===== src/verilog/pewc_consts.vh =====
// Behaviour
// - Delay enable set: hold power-event output until clocks are ready for host access.
// - Delay enable honoured only while automatic wake-up enable is set.
// - Polarity bit one drives output active high, zero active low.
// - Bits 11..8 enable wake frame, wake packet, link up, energy onto output.
// - Auto wake-up in energy detect wakes after energy persists past wake-up time.
// - Bit 6 set: energy wake-up leaves energy detect for normal mode; host-access wake and bit 6 clear stay.
// - Bits 5..2 report the wake cause: frame, packet, link up, energy.
// - Energy wake sets interrupt status bit 2; link-up wake sets bit 3.
// - Output asserts while any flag is set with its enable set.
// - Flags clear on power-up reset or write one; other resets keep them.
// - Clearing the flags deasserts the power-event output.
// - Mode field bits 1..0: 00 normal, 01 energy detect, 11 saving; reset 00.
// - Energy detect low-power state wakes on line energy or any register access.
// - Normal-power state keeps reception and transmission available.
// - Wake-up time counts 16 ms units, default 8, zero not allowed; the code takes zero as one unit.
// - Low-power entry after no energy for go-sleep time, 1 s units, default 12.
`ifndef PEWC_CONSTS_VH
`define PEWC_CONSTS_VH
`define PEWC_OFS_CTRL 8'hD4
`define PEWC_OFS_TIME 8'hD6
`define PEWC_BIT_DLY 14
`define PEWC_BIT_POL 12
`define PEWC_EN_HI 11
`define PEWC_EN_LO 8
`define PEWC_BIT_AUTO 7
`define PEWC_BIT_TONORM 6
`define PEWC_EVT_HI 5
`define PEWC_EVT_LO 2
`define PEWC_MODE_NORMAL 2'h0
`define PEWC_MODE_EDET 2'h1
`define PEWC_MODE_SAVE 2'h3
`define PEWC_CTRL_WMASK 16'h5FC3
`define PEWC_WAKE_DEF 8'h08
`define PEWC_SLEEP_DEF 8'h0C
`define PEWC_WAKE_UNIT_US 16000
`define PEWC_SLEEP_UNIT_US 1000000
`define PEWC_CLK_MHZ 10
`define PEWC_ISR_ENERGY 2
`define PEWC_ISR_LINK 3
`endif


===== src/verilog/pewc_tick.v =====
`timescale 1ns/10ps
`include "pewc_consts.vh"
// unit tick generator and unit counter
module pewc_tick #(
  parameter UNIT_CYC = 160000
) (
  // clock and reset
  input wire mclk,
  input wire resetn,
  // control
  input wire run,
  input wire [7:0] limit,
  // status
  output reg done_q
);
  reg [31:0] cyc_q;
  reg [7:0] units_q;
  wire unit_end = (cyc_q == UNIT_CYC - 1);
  always @(posedge mclk or negedge resetn) begin
    if (!resetn) begin
      cyc_q <= 32'h0;
      units_q <= 8'h0;
      done_q <= 1'b0;
    end else if (!run) begin
      cyc_q <= 32'h0;
      units_q <= 8'h0;
      done_q <= 1'b0;
    end else if (!done_q) begin
      cyc_q <= unit_end ? 32'h0 : cyc_q + 32'h1;
      if (unit_end) begin
        units_q <= units_q + 8'h1;
        // zero limit treated as one unit
        if (units_q + 8'h1 >= limit || limit == 8'h0)
          done_q <= 1'b1;
      end
    end
  end
endmodule // pewc_tick


===== src/verilog/pewc_top.v =====
`timescale 1ns/10ps
`include "pewc_consts.vh"
module pewc_top #(
  parameter WAKE_UNIT_CYC = `PEWC_WAKE_UNIT_US * `PEWC_CLK_MHZ,
  parameter SLEEP_UNIT_CYC = `PEWC_SLEEP_UNIT_US * `PEWC_CLK_MHZ
) (
  // clock and resets
  input wire mclk,
  input wire resetn,
  input wire por_n,
  // register port
  input wire reg_wr,
  input wire reg_rd,
  input wire [7:0] reg_addr,
  input wire [15:0] reg_wdata,
  output reg [15:0] reg_rdata_q,
  // line-side events
  input wire line_energy,
  input wire evt_link_up,
  input wire evt_wake_packet,
  input wire evt_wake_frame,
  input wire clocks_ready,
  // outputs
  output reg power_event_output_q,
  output reg [1:0] mode_q,
  output reg low_power_q,
  output reg traffic_en_q,
  output reg isr_energy_set_q,
  output reg isr_link_set_q
);
  localparam ST_NORM = 2'b01;
  localparam ST_LOW = 2'b10;
  reg [15:0] ctrl_q;
  reg [15:0] time_q;
  reg [3:0] flags_q;
  reg [1:0] st_q;
  reg [1:0] st_d;
  reg [1:0] mode_d;
  wire wr_ctrl = reg_wr && reg_addr == `PEWC_OFS_CTRL;
  wire wr_time = reg_wr && reg_addr == `PEWC_OFS_TIME;
  wire edet = ctrl_q[1:0] == `PEWC_MODE_EDET;
  wire auto_wk = ctrl_q[`PEWC_BIT_AUTO];
  wire wake_done;
  wire sleep_done;
  pewc_tick #(.UNIT_CYC(WAKE_UNIT_CYC)) u_wake (
    .mclk(mclk), .resetn(resetn),
    .run(edet && st_q == ST_LOW && line_energy),
    .limit(time_q[15:8]), .done_q(wake_done));
  pewc_tick #(.UNIT_CYC(SLEEP_UNIT_CYC)) u_sleep (
    .mclk(mclk), .resetn(resetn),
    .run(edet && st_q == ST_NORM && !line_energy),
    .limit(time_q[7:0]), .done_q(sleep_done));
  wire energy_wake = edet && st_q == ST_LOW && auto_wk && wake_done;
  wire host_wake = edet && st_q == ST_LOW && (reg_wr || reg_rd);
  wire [3:0] evt_in = {evt_wake_frame, evt_wake_packet, evt_link_up, energy_wake};
  wire [3:0] flags_d = (flags_q & ~(wr_ctrl ? reg_wdata[`PEWC_EVT_HI:`PEWC_EVT_LO] : 4'h0))
                       | evt_in;
  wire pme_hit = |(flags_q & ctrl_q[`PEWC_EN_HI:`PEWC_EN_LO]);
  wire hold = ctrl_q[`PEWC_BIT_DLY] && auto_wk && !clocks_ready;
  // power-up reset only for flags
  always @(posedge mclk or negedge por_n) begin
    if (!por_n)
      flags_q <= 4'h0;
    else
      flags_q <= flags_d;
  end
  always @* begin
    st_d = st_q;
    mode_d = ctrl_q[1:0];
    case (st_q)
      ST_NORM: begin
        if (edet && sleep_done)
          st_d = ST_LOW;
      end
      ST_LOW: begin
        if (!edet || host_wake || energy_wake)
          st_d = ST_NORM;
        if (energy_wake && ctrl_q[`PEWC_BIT_TONORM])
          mode_d = `PEWC_MODE_NORMAL;
      end
      default: st_d = ST_NORM;
    endcase
  end
  always @(posedge mclk or negedge resetn) begin
    if (!resetn) begin
      ctrl_q <= 16'h0000;
      time_q <= {`PEWC_WAKE_DEF, `PEWC_SLEEP_DEF};
      st_q <= ST_NORM;
      reg_rdata_q <= 16'h0000;
      power_event_output_q <= 1'b1;
      mode_q <= `PEWC_MODE_NORMAL;
      low_power_q <= 1'b0;
      traffic_en_q <= 1'b1;
      isr_energy_set_q <= 1'b0;
      isr_link_set_q <= 1'b0;
    end else begin
      st_q <= st_d;
      if (wr_ctrl)
        ctrl_q <= reg_wdata & `PEWC_CTRL_WMASK;
      else
        ctrl_q[1:0] <= mode_d;
      if (wr_time)
        time_q <= reg_wdata;
      if (reg_addr == `PEWC_OFS_CTRL)
        reg_rdata_q <= {ctrl_q[15:6], flags_q, ctrl_q[1:0]};
      else if (reg_addr == `PEWC_OFS_TIME)
        reg_rdata_q <= time_q;
      else
        reg_rdata_q <= 16'h0000;
      // polarity applied to gated hit
      power_event_output_q <= (pme_hit && !hold) ~^ ctrl_q[`PEWC_BIT_POL];
      mode_q <= ctrl_q[1:0];
      low_power_q <= st_q == ST_LOW && edet;
      traffic_en_q <= !(st_q == ST_LOW && edet);
      isr_energy_set_q <= energy_wake;
      isr_link_set_q <= evt_link_up;
    end
  end
endmodule // pewc_top


===== config.mk =====
export PLATFORM = sky130hd
export DESIGN_NAME = pewc_top
export DESIGN_NICKNAME = d
export VERILOG_FILES = /design/src/verilog/pewc_tick.v /design/src/verilog/pewc_top.v
export VERILOG_INCLUDE_DIRS = /design/src /design/src/verilog
export SDC_FILE = /design/constraint.sdc
export NUM_CORES = 1
export LEC_CHECK = 0
export BUFFER_PORTS_ARGS = -buffer_cell sky130_fd_sc_hd__buf_2
export CAP_MARGIN = 10
export CORE_MARGIN = 1.5
export CORE_UTILIZATION = 45
export CTS_BUF_LIST = sky130_fd_sc_hd__clkbuf_4 sky130_fd_sc_hd__clkbuf_8
export DETAILED_ROUTE_END_ITERATION = 8
export PLACE_DENSITY = 0.7
export SLEW_MARGIN = 10
export SYNTH_ARGS = -nofsm -noshare
export SYNTH_HDL_FRONTEND = slang
export SYNTH_SLANG_ARGS = --single-unit

===== constraint.sdc =====
create_clock -name mclk -period 3.38 [get_ports mclk]
set_input_delay 0.338 -clock mclk [delete_from_list [all_inputs] [get_ports mclk]]
set_output_delay 0.338 -clock mclk [all_outputs]
set_load 0.01 [all_outputs]

---- Word level (Yosys, flattened, before mapping) ----
Cells that the tools add are included.
word-level totals
  memories kept ........................... 0
  memory bits (read-only) ................. 0
  memory bits (writable) .................. 0
  register bits after elaboration ......... 137
  bits in latches ......................... 0
cells by class
  multiply operators ...................... 0
  muxes and demuxes ....................... 29
  shift operators ......................... 0
  bitwise operators ....................... 5
  div/mod/pow operators ................... 0
  reductions and logical operators ........ 33
  add/sub/neg operators ................... 4
  equal/unequal tests ..................... 13
  $lt $le $gt $ge ......................... 2
operator list
  operator                                                                  count
  32-bit two-way mux                                                        6
  32-bit by 1-bit adder with 32-bit output (second input constant)          2
  8-bit two-way mux                                                         6
  32-bit by 18-bit equality test with 1-bit output (second input constant)  1
  32-bit by 24-bit equality test with 1-bit output (second input constant)  1
  16-bit two-way mux                                                        2
  8-bit by 1-bit adder with 8-bit output (second input constant)            2
  8-bit equality test (second input constant)                               2
  8-bit >= comparator                                                       2
  8-bit zero test                                                           2
  1-bit logical AND                                                         14
  2-bit two-way mux                                                         5
  4-bit bitwise AND                                                         2
  1-bit two-way mux                                                         8
  2-bit != test (second input constant)                                     4
  2-bit AND reduction                                                       4
  1-bit zero test                                                           5
  1-bit logical OR                                                          5
  2-bit by 1-bit equality test with 1-bit output (second input constant)    2
  4-bit two-way mux                                                         1
  2-bit by 1-bit != test with 1-bit output (second input constant)          2
  4-bit NOT                                                                 1
  4-bit OR                                                                  1
  2-bit one-hot mux with 2 select lines                                     1
  other kinds (4)                                                           5

---- Longest topological paths before layout ----
  depth in word-level cells ............... 8
  mapped depth ............................ 9

---- Modules after synthesis ----
From an unflattened synthesis, not the netlist that was laid out.
unflattened totals
  cells, all modules ...................... 673
  area total of the unflattened synthesis .. 7185.6 um^2
by module, submodules not included
  module               area each (um^2)  times used  seq. area each (um^2)  cells each
  pewc_tick (u_sleep)  2542.4            1           1026.0                 268
  pewc_tick (u_wake)   2433.6            1           1026.0                 267
  pewc_top             2209.6            1           1383.8                 138

---- Worst setup path after synthesis ----
OpenSTA, ideal clock, no wires.
  path type ............................... flip-flop to flip-flop
  from .................................... reg u_wake.cyc_q[26]
  to ...................................... reg u_wake.units_q[5]
  arrival time ............................ 2510 ps
  path slack .............................. 791 ps
  stages on the path, launching flop included .. 7
  setup time .............................. 79 ps
  buffers on the path ..................... 1
  data required time ...................... 3301 ps
  path through ............................ dfrtp_1 or4_1 or4_4 or4_4 buf_6 or3_1 a21oi_1
on the way
  word-level cells in the longest chain between the ends .. 3
ends and longest elaborated chain
  item                                              line            text
  from (decl)                                       pewc_tick.v:16  reg [31:0] cyc_q;
  from (signal assigned)                            pewc_tick.v:29  cyc_q <= unit_end ? 32'h0 : cyc_q + 32'h1;
  32-bit by 18-bit equality test with 1-bit output  pewc_tick.v:18  wire unit_end = (cyc_q == UNIT_CYC - 1);
  2-bit != test (no line)                           -
  2-bit AND reduction (no line)                     -
  to (signal assigned)                              pewc_tick.v:31  units_q <= units_q + 8'h1;
  to (decl)                                         pewc_tick.v:17  reg [7:0] units_q;
No other way between the ends.
A chain may end at the register's enable or synchronous reset.

---- Worst setup path after layout ----
  from .................................... reg u_wake.cyc_q[26]
  to ...................................... reg u_wake.cyc_q[5]
on the way
  word-level cells in the longest chain between the ends .. 4
ends and longest elaborated chain
  item                                              line            text
  32-bit by 18-bit equality test with 1-bit output  pewc_tick.v:18
  32-bit two-way mux                                pewc_tick.v:29
  32-bit two-way mux                                pewc_tick.v:28  end else if (!done_q) begin
  32-bit two-way mux                                pewc_tick.v:24  end else if (!run) begin
No other way between the ends. The select of a mux whose other input is x is not followed.

==> results.txt <==
status: finished, final reports clean
DRC errors left: 0
core area: 15100 um^2
PnR worst setup slack: 679 ps
CP Max Fanout: 22
Post-Syn Area: 6960 um^2
clk slew on worst S/H paths: 80 ps
Synth Register Bits: 137
Min-Delay Path Class: in -> reg
CTS tree: yes
Psw: 0.000780 W
initial drt markers: 328
initial cell density of the core: 0.459
ANT cells: 0
CTS resizes: 0
pin count of the biggest net entering global routing: 75
first-pass GRT wire length: 27100 um
Area after DPL: 7470 um^2
commonest non-fill, non-tap cell in the layout: dfrtp_1
WL/cell: 16.7 um
combinational fraction of design power: 0.046
clock share of power: 0.455
Mapped Nets: 742
Layout fillers: 1352
CTS Buffer Depth: 2
power per cell area: 426 nW/um^2
First-pass DRT Iterations: 5
total number of clock tree sinks: 137
sequential area share after synthesis: 0.494
Final ANT Viol Nets: 0
Fmax achieved: 370 MHz
clk_skew: 7.65 ps
Final TNS setup: 0 ps
Multi-input gate area: 3340 um^2
most frequent cells in the layout: dfrtp_1 (131), nor2_1 (74), buf_2 (55)
worst vdd ir: 0.000297 V
IO Pins: 57
Area Overhead vs Synth: 14.3%
Total Routed Length: 15900 um
CTS Root Cell: clkbuf_8
num rows: 45
Worst slew margin: 0.491
Final nets: 809
Die Area: 16200 um^2
final setup fails: 0
Routability Congestion: 0.873
pre-CTS WS: 717 ps
syn_area_per_cell: 10.1 um^2
fin crit share: 0.799
Primary FF master, synth: dfrtp_1
clock buffer count from CTS: 17
Final min period: 2700 ps
Worst Max-Slew Pin Slew: 763 ps
worst skew pair latency: 440 ps
storage element area: 3440 um^2
FFs w/ async S/R, synth: 1.00
Ys Warns: 0
synth unique cells: 59
number of global-route vias before repair: 5528
HPWL after detailed placement: 11300 um
CP arrival: 3010 ps
Crit Path Class: reg -> reg
worst path required time: 3690 ps
Pins Over Slew Limit: 0
Design Area, Final: 7950 um^2
Die Height: 127 um
Startpoint Class: register
Post-Syn Instances: 688
Port Buffers: 56
Die Width: 127 um
H-tree depth: 4
DR vias: 5508
internal power: 0.00261 W
initial antenna violation count: 0
Fin. Hold Viols: 0
Switching Share: 0.230
RSZ-0062 raised after global routing: no
share of layout cells above drive strength 1: 0.189
GRT Overall Usage: 0.211
LEAKAGE: 3.40 nW
Seq pwr share: 0.499
number of enable flip-flop cells after synthesis: 0
CP Capture Type: register
gr ovfl total: 0
max_cap viols: 0
post-detailed-route via-to-cell ratio: 5.76
==> final cells by class <==
| type | instances | share of cell area |
|---|---|---|
| inverters | 28 | 0.0132 |
| clock inverters | 15 | 0.0280 |
| well taps | 188 | 0.0296 |
| repair buffers | 66 | 0.0472 |
| clock buffers | 17 | 0.0294 |
| multi-input cells | 505 | 0.420 |
| flip-flops and latches | 137 | 0.432 |
==> routing by layer <==
layer / track usage / part of all wire / vias to the layer above
li1: - / - / 2616
met1: 0.282 / 0.46 / 2762
met2: 0.343 / 0.49 / 117
met3: 0.0490 / 0.043 / 13
met4: 0.0595 / 0.013 / 0
met5: 0 / 0 / -
==> final timing paths <==
check                                  from                   end  slack (ps)  depth (start not counted)
max                        u_wake.cyc_q[26]       u_wake.cyc_q[5]         680                          6
max in group asynchronous            resetn               st_q[0]        2000                          3
min reg2reg                      ctrl_q[12]  power_event_output_q         470                          1
min                             evt_link_up        isr_link_set_q          30                          1
min in group asynchronous             por_n            flags_q[3]         240                          2
max reg2reg                u_wake.cyc_q[26]       u_wake.cyc_q[5]         680                          6
==> sequential cells by signal, indices dropped and copies added (netlist names), 2 cells and up <==
name and count:
u_wake.units_q 8, u_wake.cyc_q 32, ctrl_q 10, flags_q 4, u_sleep.cyc_q 32, time_q 16, st_q 2, reg_rdata_q 16
mode_q 2, u_sleep.units_q 8
==> kinds of logic after synthesis <==
group,count (synthesis),synth area share
AO/OA/AOI/OAI,104,0.101
XOR/XNOR,61,0.0768
adder cells (fa/ha/maj),20,0.0360
buffers and inverters,46,0.0263
flip-flops,137,0.494
multiplexers,28,0.0452
AND/OR/NAND/NOR,292,0.221
==> Yosys cell counts, drive strengths merged, types with 2 or more instances <==
cell type / count / area share
dfrtp: 131 / 0.47
nor2: 74 / 0.040
nand2: 50 / 0.027
xnor2: 39 / 0.049
nand3: 34 / 0.024
inv: 27 / 0.015
mux2: 27 / 0.044
a21oi: 26 / 0.019
nand4: 23 / 0.021
xor2: 22 / 0.028
ha: 20 / 0.036
nor4: 20 / 0.018
o21ai: 19 / 0.014
a22o: 16 / 0.020
or3: 16 / 0.014
clkbuf: 15 / 0.0081
nor3: 15 / 0.011
a21o: 10 / 0.011
and3: 8 / 0.0074
a31oi: 7 / 0.0063
or2: 7 / 0.0063
and2: 6 / 0.0054
dfstp: 6 / 0.023
nor4b: 6 / 0.0076
or4: 6 / 0.0076
a211oi: 5 / 0.0054
and4: 5 / 0.0063
nand2b: 5 / 0.0045
nor3b: 4 / 0.0043
a41oi: 3 / 0.0038
buf: 3 / 0.0031
nand3b: 3 / 0.0032
o211ai: 3 / 0.0032
a22oi: 2 / 0.0022
nand4b: 2 / 0.0025
nor2b: 2 / 0.0018
o31a: 2 / 0.0027
o41ai: 2 / 0.0025
or4b: 2 / 0.0029
==> worst max-delay path, stage by stage, from the launching register on <==
cell	delay [ps]
dfrtp_1	430
or4_1	540
or4_4	520
or4_4	610
nand3_1	120
buf_4	270
nor2_1	90
==> stage by stage <==
stage | std cells | utilization | power [W] | hold WS (ps)
floorplan | 688 | - | 0.00179 | 42.4
finish | 956 | 0.525 | 0.00339 | 31.1
global route | 956 | 0.525 | 0.00351 | 8.59
detailed placement | 922 | 0.494 | 0.00188 | 158
CTS | 956 | 0.525 | 0.00342 | 8.14
global placement | 922 | 0.494 | 0.00187 | 158
==> power groups by stage <==
stage          combinational (W)  sequential [W]  clock [W]
5_1_grt                 0.000179         0.00169    0.00164
4_1_cts                 0.000160         0.00169    0.00157
2_1_floorplan          0.0000741         0.00172          0
3_5_place_dp            0.000157         0.00172          0
6_report                0.000156         0.00169    0.00154
3_3_place_gp            0.000151         0.00172          0
==> timing repair <==
action	4_1_cts	5_1_grt
hold endpoints to repair	59	0
hold buffers	2	0
setup buffers	0	0
endpoints found under the setup margin	0	0
Note: power is estimated with default switching activity, not from simulation.
